$ cat src/logic/e1fs_pkg.sv
// Package for the E1 framing, sync and alarm block: map, fields, timing.
// Assumes a 40 MHz ref_clk and 32-bit APB data with byte addresses.
`default_nettype none
package e1fs_pkg;
	localparam int CLK_HZ = 40_000_000;
	localparam int RESYNC_MS = 8;
	localparam int IW_MS = 400;
	localparam int CRC_WIN_MS = 1000;
	localparam int RESYNC_CYC = CLK_HZ / 1000 * RESYNC_MS;
	localparam int IW_CYC = CLK_HZ / 1000 * IW_MS;
	localparam int CRC_WIN_CYC = CLK_HZ / 1000 * CRC_WIN_MS;
	// Register byte addresses
	localparam logic [7:0] A_CTRL = 8'h00;
	localparam logic [7:0] A_LINE = 8'h04;
	localparam logic [7:0] A_LOS = 8'h08;
	localparam logic [7:0] A_IMR = 8'h0C;
	localparam logic [7:0] A_STAT = 8'h10;
	localparam logic [7:0] A_EVT = 8'h14;
	localparam logic [7:0] A_CMD = 8'h18;
	localparam logic [7:0] A_CRC = 8'h1C;
	// Control field positions
	localparam int C_LSS = 0;
	localparam int C_RFS = 1;
	localparam int C_AFR = 3;
	localparam int C_ALMF = 4;
	localparam int C_AXRA = 5;
	localparam int C_EXTIW = 6;
	localparam int C_AXS = 7;
	localparam int C_EBP = 8;
	localparam int L_TXC = 0;
	localparam int L_RXC = 2;
	localparam int L_DRS = 4;
	localparam int L_CMI = 5;
	localparam int L_DIG = 6;
	localparam int K_RESTART = 0;
	localparam int K_CRCCLR = 1;
	localparam int EV_LOS = 0;
	localparam int EV_LFA = 1;
	localparam int EV_IW = 2;
	localparam int EV_RESYNC = 3;
	// Reset values
	localparam logic [8:0] CTRL_RST = 9'h000;
	localparam logic [6:0] LINE_RST = 7'h00;
	localparam logic [7:0] PC_RST = 8'h00;
	localparam logic [7:0] IMR_RST = 8'hFF;
	localparam logic [9:0] CRC_LIMIT = 10'h392;
	localparam int LOS_SPAN_SHIFT = 4;
	// Line code select values and framing select values
	localparam logic [1:0] SEL_NRZ = 2'h0;
	localparam logic [1:0] SEL_CMI = 2'h1;
	localparam logic [1:0] SEL_AMI = 2'h2;
	localparam logic [1:0] RFS_DF = 2'h0;
	localparam logic [1:0] RFS_AUTO = 2'h2;
	localparam logic [1:0] RFS_IW = 2'h3;
	typedef enum logic [2:0] {
		CODE_NRZ, CODE_AMI, CODE_HDB3, CODE_CMI, CODE_CMI_HDB3
	} e1fs_code_t;
	typedef enum logic [1:0] {
		FS_ASYNC, FS_DF_SYNC, FS_MF_SEARCH, FS_MF_SYNC
	} e1fs_state_t;
endpackage
`default_nettype wire

$ cat src/logic/e1fs_timer.sv
// Interval timer: counts while run is high, pulses expire every CYCLES.
// Assumes run drops whenever the interval must start again.
`default_nettype none
module e1fs_timer #(
	parameter int CYCLES = 320000
) (
	// Clock and reset
	input wire logic ref_clk,
	input wire logic rst,
	// Control and result
	input wire logic run,
	output logic expire
);
	localparam int CW = $clog2(CYCLES);
	logic [CW-1:0] cnt_r;

	always_ff @(posedge ref_clk or posedge rst) begin
		if (rst) begin
			cnt_r <= '0;
			expire <= 1'b0;
		end else if (!run) begin
			cnt_r <= '0;
			expire <= 1'b0;
		end else begin
			expire <= (cnt_r == CW'(CYCLES - 1));
			cnt_r <= (cnt_r == CW'(CYCLES - 1)) ? '0 : cnt_r + 1'b1;
		end
	end

	timer_expiry_a: assert property (@(posedge ref_clk) disable iff (rst)
		expire |-> cnt_r == '0 && $past(run))
		else $error("timer expired off its count");
endmodule // e1fs_timer
`default_nettype wire

$ cat src/logic/e1fs_los.sv
// Loss-of-signal detector on the received bit stream.
// Assumes one received line bit per cycle in which bit_valid is high.
`default_nettype none
module e1fs_los
	import e1fs_pkg::*;
(
	// Clock and reset
	input wire logic ref_clk,
	input wire logic rst,
	// Received bits
	input wire logic bit_valid,
	input wire logic bit_in,
	// Pulse counts
	input wire logic [7:0] los_detect_pulse_count,
	input wire logic [7:0] los_recover_pulse_count,
	// Result
	output logic los
);
	logic [12:0] span;
	logic [12:0] zero_cnt_r;
	logic [12:0] win_cnt_r;
	logic [12:0] ones_cnt_r;

	// Detection interval is (count + 1) times 16 bits
	assign span = 13'(({5'h00, los_detect_pulse_count} + 13'h0001) << LOS_SPAN_SHIFT);

	always_ff @(posedge ref_clk or posedge rst) begin
		if (rst)
			zero_cnt_r <= '0;
		else if (bit_valid && bit_in)
			zero_cnt_r <= '0;
		else if (bit_valid && zero_cnt_r != 13'h1FFF)
			zero_cnt_r <= zero_cnt_r + 13'h0001;
	end

	always_ff @(posedge ref_clk or posedge rst) begin
		if (rst) begin
			los <= 1'b0;
			win_cnt_r <= '0;
			ones_cnt_r <= '0;
		end else if (!los) begin
			win_cnt_r <= '0;
			ones_cnt_r <= '0;
			if (bit_valid && !bit_in && zero_cnt_r == span - 13'h0001)
				los <= 1'b1;
		end else if (bit_valid) begin
			if (bit_in && ones_cnt_r == {5'h00, los_recover_pulse_count})
				los <= 1'b0;
			if (win_cnt_r == span - 13'h0001) begin
				win_cnt_r <= '0;
				ones_cnt_r <= '0;
			end else begin
				win_cnt_r <= win_cnt_r + 13'h0001;
				ones_cnt_r <= ones_cnt_r + {12'h000, bit_in};
			end
		end
	end

	los_detect_a: assert property (@(posedge ref_clk) disable iff (rst)
		$rose(los) |-> $past(zero_cnt_r) == $past(span) - 13'h0001)
		else $error("loss of signal raised at wrong zero count");
	los_recover_a: assert property (@(posedge ref_clk) disable iff (rst)
		$fell(los) |-> $past(ones_cnt_r) == {5'h00, $past(los_recover_pulse_count)})
		else $error("loss of signal cleared at wrong ones count");
	zero_restart_a: assert property (@(posedge ref_clk) disable iff (rst)
		bit_valid && bit_in |=> zero_cnt_r == '0)
		else $error("zero run not restarted by a one");
endmodule // e1fs_los
`default_nettype wire

$ cat src/logic/e1fs_top.sv
// E1 receive sync control, alarm automation, line code and LOS with APB.
// Assumes the framer core reports alignment events as one-cycle pulses.
//
// The APB slave port and the register addresses were decided locally.
`default_nettype none

// Operation
// - Analog line uses AMI or HDB3; digital adds NRZ, CMI, CMI over HDB3.
// - Detect count 0A hex declares loss of signal after 176 zeros.
// - Recovery count 15 hex clears loss after 22 ones in the interval.
// - Auto E-bit puts received submultiframe CRC status in next multiframe.
// - In asynchronous state the E-bit follows the polarity control bit.
// - Auto remote alarm follows lost frame alignment, ends when regained.
// - Select 10 with auto resync restarts doubleframe search after 8 ms.
// - More than 914 CRC4 errors in one second restart the whole search.
// - Interworking keeps doubleframe after 400 ms and raises an event.
// - Extended interworking sends remote alarm, keeps searching, no 8 ms.
// - Control registers read back; command register is write only.
// - Reset comes up in E1 with doubleframe format.
// - Interrupt mask resets to FF hex, all sources disabled.
module e1fs_top
	import e1fs_pkg::*;
#(
	parameter int RESYNC_CYCLES = RESYNC_CYC,
	parameter int IW_CYCLES = IW_CYC,
	parameter int CRC_WIN_CYCLES = CRC_WIN_CYC
) (
	// Clock and reset
	input wire logic ref_clk,
	input wire logic rst,
	// APB slave
	input wire logic psel,
	input wire logic penable,
	input wire logic pwrite,
	input wire logic [7:0] paddr,
	input wire logic [31:0] pwdata,
	output logic [31:0] prdata,
	output logic pready,
	output logic pslverr,
	// Received line bits
	input wire logic rx_bit_valid,
	input wire logic rx_bit,
	// Framer core events
	input wire logic fas_found,
	input wire logic fas_lost,
	input wire logic mf_found,
	input wire logic crc4_err,
	input wire logic rx_mf_end,
	input wire logic [1:0] rx_smf_err,
	input wire logic tx_mf_start,
	// Control and alarm outputs
	output logic t1_mode,
	output e1fs_pkg::e1fs_code_t rx_code,
	output e1fs_pkg::e1fs_code_t tx_code,
	output logic los,
	output logic frame_alignment_lost_flag,
	output logic mf_sync,
	output logic rai_send,
	output logic [1:0] tx_ebit,
	output logic resync_req,
	output logic irq
);
	import e1fs_pkg::*;

	logic [8:0] ctrl_r;
	logic [6:0] line_r;
	logic [7:0] pcd_r;
	logic [7:0] pcr_r;
	logic [7:0] imr_r;
	logic [3:0] ev_r;
	logic [3:0] ev_set;
	logic [9:0] crc_cnt_r;
	logic [9:0] crc_last_r;
	logic [1:0] smf_err_r;
	logic los_d_r;
	logic iw_rai_r;
	logic [31:0] rd_mux;
	logic wr;
	logic cmd_restart;
	logic cmd_crcclr;
	logic t8_exp;
	logic t400_exp;
	logic win_exp;
	logic resync_nxt;
	logic iw_ev;
	logic [1:0] rfs;
	e1fs_state_t st_r;
	e1fs_state_t st_nxt;

	assign rfs = ctrl_r[C_RFS +: 2];
	assign wr = psel && penable && pready && pwrite;
	assign cmd_restart = wr && paddr == A_CMD && pwdata[K_RESTART];
	assign cmd_crcclr = wr && paddr == A_CMD && pwdata[K_CRCCLR];

	// APB: one wait-free access phase, read data latched in setup
	always_ff @(posedge ref_clk or posedge rst) begin
		if (rst) begin
			pready <= 1'b0;
			pslverr <= 1'b0;
			prdata <= '0;
		end else begin
			pready <= psel && !penable;
			pslverr <= 1'b0;
			if (psel && !penable)
				prdata <= pwrite ? 32'h0000_0000 : rd_mux;
		end
	end

	always_comb begin
		case (paddr)
			A_CTRL: rd_mux = {23'h000000, ctrl_r};
			A_LINE: rd_mux = {25'h0000000, line_r};
			A_LOS: rd_mux = {16'h0000, pcr_r, pcd_r};
			A_IMR: rd_mux = {24'h000000, imr_r};
			A_STAT: rd_mux = {26'h0000000, tx_ebit, rai_send, mf_sync,
				frame_alignment_lost_flag, los};
			A_EVT: rd_mux = {28'h0000000, ev_r};
			A_CRC: rd_mux = {22'h000000, crc_last_r};
			default: rd_mux = 32'h0000_0000;
		endcase
	end

	// Writable control registers; unused addresses take no effect
	always_ff @(posedge ref_clk or posedge rst) begin
		if (rst) begin
			ctrl_r <= CTRL_RST;
			line_r <= LINE_RST;
			pcd_r <= PC_RST;
			pcr_r <= PC_RST;
			imr_r <= IMR_RST;
		end else if (wr) begin
			case (paddr)
				A_CTRL: ctrl_r <= pwdata[8:0];
				A_LINE: line_r <= pwdata[6:0];
				A_LOS: begin
					pcd_r <= pwdata[7:0];
					pcr_r <= pwdata[15:8];
				end
				A_IMR: imr_r <= pwdata[7:0];
				default: ;
			endcase
		end
	end

	// Line standard select drives the T1/J1 mode strap of the core
	always_ff @(posedge ref_clk or posedge rst) begin
		if (rst)
			t1_mode <= 1'b0;
		else
			t1_mode <= ctrl_r[C_LSS];
	end

	function automatic e1fs_code_t code_of(input logic [1:0] sel,
		input logic pre, input logic dig);
		e1fs_code_t c;
		case (sel)
			SEL_NRZ: c = CODE_NRZ;
			SEL_CMI: c = pre ? CODE_CMI_HDB3 : CODE_CMI;
			SEL_AMI: c = CODE_AMI;
			default: c = CODE_HDB3;
		endcase
		// The analog front end only carries the bipolar codes
		if (!dig && c != CODE_AMI)
			c = CODE_HDB3;
		return c;
	endfunction

	always_ff @(posedge ref_clk or posedge rst) begin
		if (rst) begin
			rx_code <= CODE_HDB3;
			tx_code <= CODE_HDB3;
		end else begin
			rx_code <= code_of(line_r[L_RXC +: 2], line_r[L_CMI],
				line_r[L_DIG] | line_r[L_DRS]);
			tx_code <= code_of(line_r[L_TXC +: 2], line_r[L_CMI],
				line_r[L_DIG] | line_r[L_DRS]);
		end
	end

	e1fs_los u_los (
		.ref_clk(ref_clk),
		.rst(rst),
		.bit_valid(rx_bit_valid),
		.bit_in(rx_bit),
		.los_detect_pulse_count(pcd_r),
		.los_recover_pulse_count(pcr_r),
		.los(los)
	);

	e1fs_timer #(.CYCLES(RESYNC_CYCLES)) u_t8 (
		.ref_clk(ref_clk),
		.rst(rst),
		.run(st_r == FS_MF_SEARCH && rfs == RFS_AUTO),
		.expire(t8_exp)
	);

	e1fs_timer #(.CYCLES(IW_CYCLES)) u_t400 (
		.ref_clk(ref_clk),
		.rst(rst),
		.run(st_r == FS_MF_SEARCH && rfs == RFS_IW && !iw_rai_r),
		.expire(t400_exp)
	);

	e1fs_timer #(.CYCLES(CRC_WIN_CYCLES)) u_win (
		.ref_clk(ref_clk),
		.rst(rst),
		.run(1'b1),
		.expire(win_exp)
	);

	// Receive synchronization sequence
	always_comb begin
		st_nxt = st_r;
		resync_nxt = 1'b0;
		iw_ev = 1'b0;
		case (st_r)
			FS_ASYNC:
				if (fas_found)
					st_nxt = (rfs == RFS_DF) ? FS_DF_SYNC : FS_MF_SEARCH;
			FS_DF_SYNC: ;
			FS_MF_SEARCH: begin
				if (mf_found) begin
					st_nxt = FS_MF_SYNC;
				end else if (t8_exp && rfs == RFS_AUTO && ctrl_r[C_AFR]) begin
					st_nxt = FS_ASYNC;
					resync_nxt = 1'b1;
				end else if (t400_exp && rfs == RFS_IW) begin
					iw_ev = 1'b1;
					if (!ctrl_r[C_EXTIW])
						st_nxt = FS_DF_SYNC;
				end
			end
			FS_MF_SYNC:
				if (win_exp && crc_cnt_r > CRC_LIMIT && ctrl_r[C_ALMF]) begin
					st_nxt = FS_ASYNC;
					resync_nxt = 1'b1;
				end
			default: st_nxt = FS_ASYNC;
		endcase
		if (fas_lost || cmd_restart)
			st_nxt = FS_ASYNC;
	end

	always_ff @(posedge ref_clk or posedge rst) begin
		if (rst) begin
			st_r <= FS_ASYNC;
			resync_req <= 1'b0;
			frame_alignment_lost_flag <= 1'b1;
			mf_sync <= 1'b0;
		end else begin
			st_r <= st_nxt;
			resync_req <= resync_nxt;
			frame_alignment_lost_flag <= st_nxt == FS_ASYNC;
			mf_sync <= st_nxt == FS_MF_SYNC;
		end
	end

	// CRC4 errors per one-second window
	always_ff @(posedge ref_clk or posedge rst) begin
		if (rst) begin
			crc_cnt_r <= '0;
			crc_last_r <= '0;
		end else if (cmd_crcclr) begin
			crc_cnt_r <= '0;
			crc_last_r <= '0;
		end else if (win_exp) begin
			crc_cnt_r <= {9'h000, crc4_err};
			crc_last_r <= crc_cnt_r;
		end else if (crc4_err && crc_cnt_r != 10'h3FF) begin
			crc_cnt_r <= crc_cnt_r + 10'h001;
		end
	end

	// Remote alarm: lost alignment, or extended interworking timeout
	always_ff @(posedge ref_clk or posedge rst) begin
		if (rst) begin
			iw_rai_r <= 1'b0;
			rai_send <= 1'b0;
		end else begin
			if (st_r != FS_MF_SEARCH)
				iw_rai_r <= 1'b0;
			else if (iw_ev && ctrl_r[C_EXTIW])
				iw_rai_r <= 1'b1;
			rai_send <= (ctrl_r[C_AXRA] && st_r == FS_ASYNC) || iw_rai_r;
		end
	end

	// E-bits for the outgoing multiframe
	always_ff @(posedge ref_clk or posedge rst) begin
		if (rst) begin
			smf_err_r <= 2'h0;
			tx_ebit <= 2'h3;
		end else begin
			if (rx_mf_end)
				smf_err_r <= rx_smf_err;
			if (st_r == FS_ASYNC)
				tx_ebit <= {2{ctrl_r[C_EBP]}};
			else if (tx_mf_start)
				tx_ebit <= ctrl_r[C_AXS] ? ~smf_err_r : 2'h3;
		end
	end

	// Sticky events, write one to clear; a new event wins over the clear
	assign ev_set = {resync_nxt, iw_ev,
		st_nxt == FS_ASYNC && st_r != FS_ASYNC, los && !los_d_r};

	always_ff @(posedge ref_clk or posedge rst) begin
		if (rst) begin
			los_d_r <= 1'b0;
			ev_r <= '0;
			irq <= 1'b0;
		end else begin
			los_d_r <= los;
			if (wr && paddr == A_EVT)
				ev_r <= (ev_r & ~pwdata[3:0]) | ev_set;
			else
				ev_r <= ev_r | ev_set;
			irq <= |(ev_r & ~imr_r[3:0]);
		end
	end

	lfa_rai_a: assert property (@(posedge ref_clk) disable iff (rst)
		ctrl_r[C_AXRA] && st_r == FS_ASYNC |=> rai_send)
		else $error("remote alarm missing while alignment lost");
	ebit_async_a: assert property (@(posedge ref_clk) disable iff (rst)
		st_r == FS_ASYNC && !rst
		|=> tx_ebit == {2{$past(ctrl_r[C_EBP])}})
		else $error("E-bit in asynchronous state not per polarity");
	ebit_auto_a: assert property (@(posedge ref_clk) disable iff (rst)
		st_r != FS_ASYNC && tx_mf_start && ctrl_r[C_AXS]
		|=> tx_ebit == ~$past(smf_err_r))
		else $error("E-bits not taken from submultiframe status");
	resync_8ms_a: assert property (@(posedge ref_clk) disable iff (rst)
		st_r == FS_MF_SEARCH && t8_exp && rfs == RFS_AUTO
		&& ctrl_r[C_AFR] && !mf_found
		|=> st_r == FS_ASYNC && resync_req ##1 !resync_req)
		else $error("no doubleframe restart after multiframe timeout");
	crc_resync_a: assert property (@(posedge ref_clk) disable iff (rst)
		st_r == FS_MF_SYNC && win_exp && crc_cnt_r > CRC_LIMIT
		&& ctrl_r[C_ALMF] |=> st_r == FS_ASYNC && resync_req)
		else $error("no resync after CRC4 error burst");
	iw_stay_a: assert property (@(posedge ref_clk) disable iff (rst)
		st_r == FS_MF_SEARCH && t400_exp && rfs == RFS_IW
		&& !ctrl_r[C_EXTIW] && !mf_found && !fas_lost && !cmd_restart
		|=> st_r == FS_DF_SYNC && ev_r[EV_IW])
		else $error("interworking timeout not handled");
	ext_iw_a: assert property (@(posedge ref_clk) disable iff (rst)
		st_r == FS_MF_SEARCH && t400_exp && rfs == RFS_IW
		&& ctrl_r[C_EXTIW] && !mf_found && !fas_lost && !cmd_restart
		|=> st_r == FS_MF_SEARCH ##1 rai_send)
		else $error("extended interworking did not keep search");
	analog_code_a: assert property (@(posedge ref_clk) disable iff (rst)
		!line_r[L_DIG] && !line_r[L_DRS]
		|=> rx_code == CODE_AMI || rx_code == CODE_HDB3)
		else $error("analog line given a digital-only code");
	cmd_read_a: assert property (@(posedge ref_clk) disable iff (rst)
		psel && !penable && !pwrite && paddr == A_CMD
		|=> prdata == 32'h0000_0000)
		else $error("command register read back data");
	irq_mask_a: assert property (@(posedge ref_clk) disable iff (rst)
		(ev_r & ~imr_r[3:0]) == 4'h0 |=> !irq)
		else $error("interrupt raised by a masked source");
endmodule // e1fs_top
`default_nettype wire

$ cat config.mk
export PLATFORM = sky130hd
export DESIGN_NAME = e1fs_top
export DESIGN_NICKNAME = d
export VERILOG_FILES = /design/src/logic/e1fs_pkg.sv /design/src/logic/e1fs_timer.sv /design/src/logic/e1fs_los.sv /design/src/logic/e1fs_top.sv
export SDC_FILE = /design/constraint.sdc
export NUM_CORES = 1
export LEC_CHECK = 0
export ABC_CLOCK_PERIOD_IN_PS = 11700
export BUFFER_PORTS_ARGS = -buffer_cell sky130_fd_sc_hd__buf_2
export CAP_MARGIN = 20
export CORE_MARGIN = 3
export CORE_UTILIZATION = 60
export DETAILED_ROUTE_END_ITERATION = 6
export GPL_ROUTABILITY_DRIVEN = 0
export PLACE_DENSITY_LB_ADDON = 0.25
export SETUP_SLACK_MARGIN = 0.05
export SLEW_MARGIN = 20
export SYNTH_ARGS = -nofsm -noshare
export SYNTH_HDL_FRONTEND = slang
export SYNTH_SLANG_ARGS = --single-unit
$ cat constraint.sdc
create_clock -name ref_clk -period 11.7 [get_ports ref_clk]
set_input_delay 1.755 -clock ref_clk [delete_from_list [all_inputs] [get_ports ref_clk]]
set_output_delay 1.755 -clock ref_clk [all_outputs]
set_load 0.005 [all_outputs]
## After elaboration in Yosys (flattened, before gate mapping)

Cells that the tools add are included.

- Register bits: 229
- Input bits: 55
- Output and inout bits: 49
- Logic and storage cells: 185

- Add/subtract/negate cells: 9
- $lt $le $gt $ge: 1
- Equality and inequality tests: 28
- Muxes and demuxes: 54
- Bitwise logic cells: 8
- Reduce and logical (&&, ||, !) cells: 52

Operators with widths:

| kind | number |
|---|---|
| 16-bit case mux with 7 select lines | 1 |
| 13-bit two-way mux | 8 |
| 10-bit two-way mux | 5 |
| 24-bit two-way mux | 2 |
| 19-bit two-way mux | 2 |
| 8-bit by 5-bit == test with 1-bit output, second input constant | 4 |
| 32-bit two-way mux | 1 |
| 1-bit logical AND | 28 |
| 13-bit by 1-bit adder with 13-bit output, second input constant | 2 |
| 26-bit by 1-bit adder with 26-bit output, second input constant | 1 |
| 13-bit == test | 2 |
| 26-bit == test, second input constant | 1 |
| 26-bit two-way mux | 1 |
| 24-bit by 1-bit adder with 24-bit output, second input constant | 1 |
| 24-bit == test, second input constant | 1 |
| 2-bit two-way mux | 11 |
| 19-bit by 1-bit adder with 19-bit output, second input constant | 1 |
| 19-bit == test, second input constant | 1 |
| 3-bit case mux with 3 select lines | 2 |
| 8-bit by 4-bit == test with 1-bit output, second input constant | 2 |
| 1-bit two-way mux | 15 |
| 2-bit == test, second input constant | 7 |
| 13-bit by 1-bit adder with 13-bit output | 1 |
| 13-bit by 8-bit == test with 1-bit output | 1 |
| 27 further kinds | 51 |

## Logic depth before layout (Yosys ltp)

Gate-level depths: netlist of run 1.

- Word-level depth: 11
- Mapped depth: 10
- Gate-level depth less buffers: 8

## By module

From an unflattened synthesis of run 1, not the netlist that was laid out.

- Cell total of the unflattened synthesis: 1115
- Area total of the unflattened synthesis: 11398.4 um^2

Modules (own cells, without submodules):

| module | times used | cells an instance | area an instance (um^2) | sequential area each (um^2) |
|---|---|---|---|---|
| e1fs_top | 1 | 424 | 4808.4 | 2543.7 |
| e1fs_los | 1 | 305 | 2795.2 | 1001.0 |
| e1fs_timer (u_win) | 1 | 152 | 1485.2 | 675.6 |
| e1fs_timer (u_t400) | 1 | 132 | 1290.0 | 625.6 |
| e1fs_timer (u_t8) | 1 | 102 | 1019.7 | 500.5 |

## Least setup slack after synthesis of run 1

OpenSTA, ideal clock, no wires.

- Kind: input-to-reg
- Start: input paddr[0]
- End: register pcd_r[0]
- Library setup time: 0.125 ns
- Arrival: 3.583 ns
- Required time: 11.575 ns
- Path slack: 7.992 ns
- Stages on the path: 7
- Buffers on the path: 2
- Path through: or4_4 -> or2_0 -> buf_6 -> nor3b_4 -> nand2_4 -> buf_6 -> mux2_4

- Cells in the longest elaborated chain, start to end: 2

RTL lines:

| element | RTL line | text |
|---|---|---|
| start: declaration | e1fs_top.sv:35 | `input wire logic [7:0] paddr,` |
| 8-bit by 4-bit == test with 1-bit output | e1fs_top.sv:132 | `case (paddr)` |
| 2-bit AND reduction (no line) | - |  |
| end signal: assignment | e1fs_top.sv:136 | `pcd_r <= pwdata[7:0];` |
| end: declaration | e1fs_top.sv:67 | `logic [7:0] pcd_r;` |

Every way passes these cells.
A chain may end at the register's enable or synchronous reset.

## Worst setup path after layout of run 1

- Start: input paddr[0]
- End: register prdata[1]

- Cells in the longest elaborated chain, start to end: 3
- Elaborated cells between the ends (all ways): 9
- Classes of those cells: eq/ne: 6; mux: 2; reduce/logical: 1

RTL lines:

| element | RTL line | text |
|---|---|---|
| 8-bit by 5-bit == test with 1-bit output, or another cell as far along | e1fs_top.sv:110 | `case (paddr)` |
| 16-bit case mux with 7 select lines (*) | e1fs_top.sv:110 |  |
| 32-bit two-way mux (*) | e1fs_top.sv:105 | `prdata <= pwrite ? 32'h0000_0000 : rd_mux;` |
| end signal: assignment | e1fs_top.sv:105 |  |
| end: declaration | e1fs_top.sv:37 | `output logic [31:0] prdata,` |

Mark *: on every way between the ends. The rest lies on a longest branch, timed or not.

==> results by group, run 1 <==
Clocking
  • Post-cts hold buffer count: 0
  • CTS tree: yes
  • Reg clk slew, reported paths: around 0.06 ns
  • Cell chosen for the clock root: clkbuf_16
  • Clk_lat worst skew: approximately 0.52 ns
  • Postcts setup bufs: 0
  • Clock buffer depth: 3
  • Clock sinks: roughly 210
  • H-tree Lvls: 1
  • Post-CTS sizing: 0
  • CTS Buf Count: 24

Route
  • DR WL met2: between 10,000 and 15,000 um
  • Vias/cell: ~5.9
  • Drc violations: 0
  • Routed length per instance: approximately 18 um
  • Remaining antenna violation count: 0
  • Vias post-DR: between 8,000 and 9,000
  • Iteration-0 DRC Markers: about 630
  • Met3 WL: around 890 um
  • Met1 wire length: about 11,000 um
  • Final WL: around 24,000 um
  • TritonRoute pass-1 iters: 7
  • Top layer in use: met5

Floorplan
  • Placeable Area: ~18,000 um^2
  • Die X-Extent: approximately 140 um
  • Initial Util: ~60%
  • Site Rows: 49
  • Vert. Die Dim: roughly 140 um
  • # IOs: between 100 and 150
  • Die Area: 20,100 um^2

Yosys
  • Dominant synthesized flop cell: dfrtp_1
  • EDFF count, synth: 0
  • Yosys reg bits: ~210
  • Area leader, netlist: dfrtp_1
  • Post-synthesis cell count: 1,060
  • Yosys top cell area share: a little under half
  • Post-synthesis sequential area ratio: between 40 and 50%
  • Post-synthesis cell area: about 11,000 um^2
  • Fraction of registers with async set or reset after synthesis: 100%
  • Average size of a mapped cell: 10.4 um^2
  • Top cells by area, synth: dfrtp_1, xor2_1, nor2_1
  • Synth warnings: 0
  • Count of cell types in the netlist: between 70 and 80

Final layout
  • Area Growth Syn to Fin: 11.2%
  • Register Area: ~5300 um^2
  • Share of layout cells above drive strength 1: 17.7%
  • Util after Layout: around two thirds
  • Fillers: 1,434
  • Nets: between 1,000 and 1,500
  • Commonest non-fill, non-tap cell in the layout: dfrtp_1
  • Most frequent cells in the layout: dfrtp_1, nor2_1, xor2_1, buf_2, nand2_1
  • Area of the multi-input gates: between 5000 and 6000 um^2

STA
  • TNS Setup: 0 ns
  • Worst hold slack: 0.427 ns
  • Max-slew violations: 0
  • Clock Skews: between 0.015 and 0.02 ns
  • Endpoints failing setup: 0
  • Final hold vios: 0
  • Period minus WS final: 3.98 ns
  • Final worst-path cycle share: 34.0%
  • Max Clock Freq: around 250 MHz
  • Worst-Margin Slew: roughly 1.0 ns
  • Rel. slew slack: 32.2%
  • RSZ-0062 raised after global routing: false

Global route
  • Number of global-route vias before repair: roughly 8,000
  • First-pass GRT wire length: a little over 40,000 um
  • GRT Total Usage: roughly a quarter
  • Initial antenna violation count: 1
  • Congestion Overflow GR: 0
  • Largest net degree at the start of global routing: 144

Setup path
  • Slowest-stage cell, CP: nor4b_1
  • CP Class: in -> reg
  • Family with the most delay on the worst path: simple AND/OR/NAND/NOR gates
  • Crit path buf inv count: 1
  • Critical Path Source Type: primary input
  • Reg2reg start: pcd_r[0]
  • Largest stage delay on the critical path: 0.95 ns
  • CP cell instances: buf_2 -> or4_4 -> or2_0 -> nor4b_1 -> a22oi_1 -> a31oi_1 -> a21o_1
  • Worst EP arrival: 4.42 ns
  • CP endpoint kind: flip-flop
  • Worst Path Max Fanout: 9
  • CP required: about 12 ns
  • Crit. Startpoint: paddr[0]

Pwr
  • Sw power: 388 uW
  • Pleak: 5.49 nW
  • Sequential cell fraction of total power: 47.5%
  • Gate power share: under 10%
  • Final Power: about 1.6 mW
  • Internal power: about 1.3 mW
  • Max VDD drop: between 0.1 and 0.15 mV
  • Sw frac: a little under a quarter
  • Power per Cell Area: 134 nW/um^2
  • Clk pwr share: between 40% and 50%

Placement
  • Dpl hpwl: ~16,000 um
  • Port bufs: 70

Status
  • Status: finished, final reports clean

Run
  • Max Cap Viol: 0

Hold path
  • HP Start: los_d_r
  • Hold WC Path Type: reg -> reg
power groups by stage:
| stage | Clock [mW] | Sequential, mW | Combinational [mW] |
|---|---|---|---|
| 6_report | 0.781 | 0.780 | 0.0822 |
| 5_1_grt | 0.829 | 0.783 | 0.0960 |
| 4_1_cts | 0.795 | 0.779 | 0.0840 |
| 3_5_place_dp | 0 | 0.793 | 0.0823 |
| 3_3_place_gp | 0 | 0.792 | 0.0803 |
| 2_1_floorplan | 0 | 0.786 | 0.0635 |
stage by stage:
step | cell area, um^2 | setup WS (ns) | cells
floorplan | 11100 | 4.14 | 1076
global placement | 11500 | 7.41 | 1316
detailed placement | 11500 | 7.38 | 1316
CTS | 12300 | 7.83 | 1360
global route | 12300 | 7.57 | 1360
finish | 12300 | 7.72 | 1361
registers in the layout, indices dropped and copies added, names as in the netlist, 2 cells and up:
register          flops
u_win.cnt_r          26
crc_last_r           10
crc_cnt_r            10
u_t8.cnt_r           19
rx_code               3
imr_r                 8
tx_ebit               2
u_los.zero_cnt_r     13
st_r                  2
smf_err_r             2
ctrl_r                9
line_r                7
u_t400.cnt_r         24
pcd_r                 8
u_los.ones_cnt_r     13
pcr_r                 8
prdata               16
tx_code               3
ev_r                  4
u_los.win_cnt_r      13
layout make-up:
type / instances / share of cell area, %
Inverter: 22 / 0.732
Antenna cell: 1 / 0.0203
Clock inverter: 14 / 1.21
Multi-Input combinational cell: 778 / 43.5
Sequential cell: 213 / 43.4
Tap cell: 229 / 2.33
Clock buffer: 30 / 5.64
Timing Repair Buffer: 74 / 3.09
cell families after synthesis:
logic type | Yosys count | share of synthesized area [%]
buffers and inverters | 85 | 3.86
DFF | 213 | 48.3
adders and majority gates | 10 | 1.13
muxes | 60 | 6.27
xor gates and xnor gates | 131 | 10.8
other | 1 | 0.0339
and+or+nand+nor | 406 | 19.1
AOI/OAI and AO/OA | 154 | 10.5
per-layer routing:
layer	vias up	global-route usage (%)
li1	3868	-
met1	3957	35.7
met2	173	39.3
met3	38	2.93
met4	2	5.86
met5	-	0
worst register-to-register path, delay by kind of cell, from the launching register on:
kind                       cells  cell delay (ns)
adders and majority gates      1             0.47
AOI/OAI and AO/OA              3             0.81
DFF                            1             0.82
and+or+nand+nor                2             1.06
xor gates and xnor gates       1             0.25
worst paths after layout:
| path | slack [ns] | endpoint | depth (start not counted) |
|---|---|---|---|
| hold / removal | 0.43 | ev_r[0] | 1 |
| min in group asynchronous | 1.47 | u_win.cnt_r[0] | 2 |
| setup / recovery | 7.72 | prdata[1] | 7 |
| setup reg to reg | 8.12 | u_los.ones_cnt_r[7] | 7 |
| hold reg to reg | 0.43 | ev_r[0] | 1 |
| max in group asynchronous | 8.77 | u_t400.cnt_r[21] | 3 |
synth_stat cells, types with 4 or more instances:
cell type / n
nand3b_1: 4
a21o_1: 9
a211oi_2: 9
nand4_1: 32
nand2_1: 69
buf_4: 19
xor2_1: 76
a22oi_1: 11
dfrtp_1: 200
nand2b_1: 11
and2_1: 9
buf_1: 6
nor3b_1: 7
or3_1: 4
o21ai_0: 27
nor4b_1: 4
nand3_1: 55
a21oi_1: 18
nor3_1: 17
and4_1: 15
and3_1: 21
nor2b_1: 11
a221oi_1: 5
mux2_2: 34
dfstp_2: 13
a211oi_1: 14
buf_2: 11
nor4_1: 8
clkbuf_1: 24
o31ai_1: 5
nor2_1: 123
a31oi_1: 5
ha_1: 10
inv_1: 22
a22o_1: 13
mux2_4: 10
mux2i_1: 16
xnor2_1: 51
Note: power is estimated with default switching activity, not from simulation.
==> run 2: changes to the inputs <==
ABC_CLOCK_PERIOD_IN_PS = 3800   (was 11700)
clock period = 3.8 ns   (was 11.7 ns; I/O delays follow)
==> run 2 against run 1 <==
Via count rose by 1.3%. Utilization grew 0.17 points. Die area is the same. Clock power increased to 2.9 times the previous value. Worst setup slack lost 6.8 ns. Power increased to 3.0 times the previous value. Sequential share of layout area is 0.11 points lower. Largest cell class unchanged. Largest power group is now sequential cells.
==> results by group, run 2 (same netlist as run 1, synthesis figures left out) <==
STA
  • Clock Skews: 0.0174 ns (was 0.0167 ns)
  • TNS Setup: 0 ns (unchanged)
  • Final hold vios: 0 (unchanged)
  • RSZ-0062 raised after global routing: false (unchanged)
  • Max-slew violations: 0 (unchanged)
  • Rel. slew slack: 37.2% (was 32.2%)
  • Period minus WS final: around 2.9 ns
  • Final worst-path cycle share: around three quarters
  • Endpoints failing setup: 0 (unchanged)
  • Worst-Margin Slew: 0.941 ns (was 1.00 ns)
  • Max Clock Freq: 347 MHz

Final layout
  • Fillers: 1,375 (was 1,434)
  • Nets: 1,186 (was 1,178)
  • Share of layout cells above drive strength 1: 17.5% (was 17.7%)
  • Commonest non-fill, non-tap cell in the layout: dfrtp_1 (unchanged)
  • Max reg flops: 26 (unchanged)
  • Fin cells: 1,366 (was 1,361)
  • Area Growth Syn to Fin: 11.5% (was 11.2%)
  • Most frequent cells in the layout: dfrtp_1, nor2_1, xor2_1, buf_2, nand2_1 (unchanged)
  • Top Registers: u_win.cnt_r x26, u_t400.cnt_r x24, u_t8.cnt_r x19 (unchanged)
  • Most flop-heavy register: u_win.cnt_r (unchanged)

Global route
  • GRT Total Usage: 24.0% (was 24.4%)
  • Congestion Overflow GR: 0 (unchanged)
  • Largest net degree at the start of global routing: 118 (was 144)
  • First-pass GRT wire length: 39,700 um (was 40,400 um)
  • Number of global-route vias before repair: 7,811 (was 7,880)
  • Initial antenna violation count: 2 (was 1)

Placement
  • Dpl cells: 1,324 (was 1,316)
  • Dpl hpwl: 16,400 um (was 16,200 um)
  • Port bufs: 70 (unchanged)

Setup path
  • Worst R2R Setup Slack: 0.91 ns (was 8.12 ns)
  • CP Class: reg -> reg (was in -> reg)
  • Worst Path Max Fanout: 19 (was 9)
  • Largest stage delay on the critical path: 0.75 ns (was 0.95 ns)
  • Most used cell, CP: and3_1
  • CP endpoint kind: flip-flop (unchanged)
  • Family with the most delay on the worst path: simple AND/OR/NAND/NOR gates (unchanged)
  • Reg2reg end: u_los.ones_cnt_r[10] (was u_los.ones_cnt_r[7])
  • Critical Path Source Type: flip-flop (was primary input)
  • Worst EP arrival: 3.30 ns (was 4.42 ns)
  • Crit path buf inv count: 1 (unchanged)
  • CP required: 4.21 ns (was 12.14 ns)
  • R2R cell count: 7 (unchanged)
  • Reg2reg start: pcd_r[2] (was pcd_r[0])
  • CP cell instances: and3_1 -> nand3_1 -> a221oi_2 -> xnor3_1 -> and3_1 -> buf_12 -> a211oi_1 (was buf_2 -> or4_4 -> or2_0 -> nor4b_1 -> a22oi_1 -> a31oi_1 -> a21o_1)
  • Slowest-stage cell, CP: dfrtp_1 (was nor4b_1)

Hold path
  • Hold WC Path Type: in -> async (was reg -> reg)

Clocking
  • Cell chosen for the clock root: clkbuf_16 (unchanged)
  • Post-CTS sizing: 0 (unchanged)
  • Postcts setup bufs: 0 (unchanged)
  • Clock sinks: 213 (unchanged)
  • Reg clk slew, reported paths: 0.06 ns (about the same)
  • Clk_lat worst skew: 0.53 ns (was 0.52 ns)
  • CTS tree: yes (unchanged)
  • CTS Buf Count: 24 (unchanged)
  • Post-cts hold buffer count: 0 (unchanged)
  • H-tree Lvls: 1 (unchanged)
  • Clock buffer depth: 3 (unchanged)

Route
  • Iteration-0 DRC Markers: 720 (was 634)
  • Routed length per instance: 17.6 um (was 17.5 um)
  • Final WL: 24,000 um (was 23,900 um)
  • TritonRoute pass-1 iters: 5 (was 7)
  • Remaining antenna violation count: 0 (unchanged)
  • Vias post-DR: 8,145 (was 8,038)
  • Drc violations: 0 (unchanged)
  • Vias/cell: 5.96 (was 5.91)

Pwr
  • Sw power: 1.15 mW (was 388 uW)
  • Sequential cell fraction of total power: 48.8% (was 47.5%)
  • Clk pwr share: 45.9% (was 47.5%)
  • Gate power share: 5.3% (was 5.0%)
  • Internal power: 3.78 mW (was 1.26 mW)
  • Max VDD drop: 0.393 mV (was 0.118 mV)
  • Pleak: 5.51 nW (was 5.49 nW)
  • Sw frac: 23.4% (was 23.6%)
  • Power per Cell Area: 399 nW/um^2 (was 134 nW/um^2)

Floorplan
  • Initial Util: 61.4% (unchanged)
  • # IOs: 104 (unchanged)
  • Die X-Extent: 142 um (unchanged)
  • Die Area: 20,100 um^2 (unchanged)
  • Vert. Die Dim: 142 um (unchanged)
  • Site Rows: 49 (unchanged)
  • Placeable Area: 18,000 um^2 (unchanged)

Run
  • Max Cap Viol: 0 (unchanged)

Status
  • Status: finished, final reports clean (unchanged)
==> run 2: cell count changes in the layout (fill, tap and decap cells not counted), moves of 2 or more <==
cell,before,now
inv_6,2,0
buf_4,4,9
clkinvlp_4,4,1
clkinv_4,3,0
clkbuf_1,0,6
buf_12,0,3
==> run 2: tightest hold or removal path, delay by kind of cell <==
kind	cells	cell delay [ns]
buffers and inverters	3	0.60
==> run 2: cell type report <==
| cell class | instances | area [um^2] | share of cell area (%) |
|---|---|---|---|
| repair buffers | 82 | 478 | 3.87 |
| diodes | 1 | 2.50 | 0.0203 |
| inverters | 22 | 86.3 | 0.700 |
| clock inverters | 5 | 75.1 | 0.609 |
| clock buffers | 36 | 706 | 5.72 |
| flip-flops and latches | 213 | 5350 | 43.3 |
| multi-input cells | 778 | 5360 | 43.4 |
| well taps | 229 | 287 | 2.32 |
==> run 2: stage by stage <==
stage | hold WS (ns) | cell area [um^2] | power (mW) | setup slack, ns | utilization (%)
2_1_floorplan | 0.365 | 11100 | 2.61 | 0.470 | -
3_3_place_gp | 0.397 | 11600 | 2.69 | 0.771 | 64.1
3_5_place_dp | 0.422 | 11600 | 2.70 | 0.717 | 64.1
4_1_cts | 0.241 | 12300 | 4.97 | 0.917 | 68.4
5_1_grt | 0.258 | 12300 | 5.12 | 0.720 | 68.4
6_report | 0.200 | 12300 | 4.93 | 0.915 | 68.4
==> run 2: power groups by stage <==
stage / combinational (mW) / sequential [mW] / clock (mW)
final: 0.262 / 2.41 / 2.26
after global routing: 0.301 / 2.42 / 2.40
after CTS: 0.266 / 2.40 / 2.30
after detailed placement: 0.261 / 2.44 / 0
after global placement: 0.253 / 2.44 / 0
after floorplan: 0.196 / 2.42 / 0
==> run 2: metal layers <==
layer,global-route usage [%],routed length [um],vias up
li1,-,-,3877
met1,34.0,10600,4009
met2,38.1,11600,210
met3,4.55,1310,47
met4,6.82,573,2
met5,0,7,-
==> run 2: worst max-delay path by stage <==
| stage | startpoint | end | slack (ns) | cells after the start |
|---|---|---|---|---|
| 6_report | pcd_r[2] | u_los.ones_cnt_r[10] | 0.91 | 7 |
| 5_1_grt | pcd_r[2] | u_los.ones_cnt_r[7] | 0.72 | 7 |
| 4_1_cts | pcd_r[2] | u_los.ones_cnt_r[10] | 0.92 | 7 |
| 3_5_place_dp | paddr[0] | prdata[3] | 0.72 | 7 |
| 3_3_place_gp | paddr[0] | prdata[3] | 0.77 | 7 |
| 2_1_floorplan | rst | crc_cnt_r[0] | 0.47 | 1 |
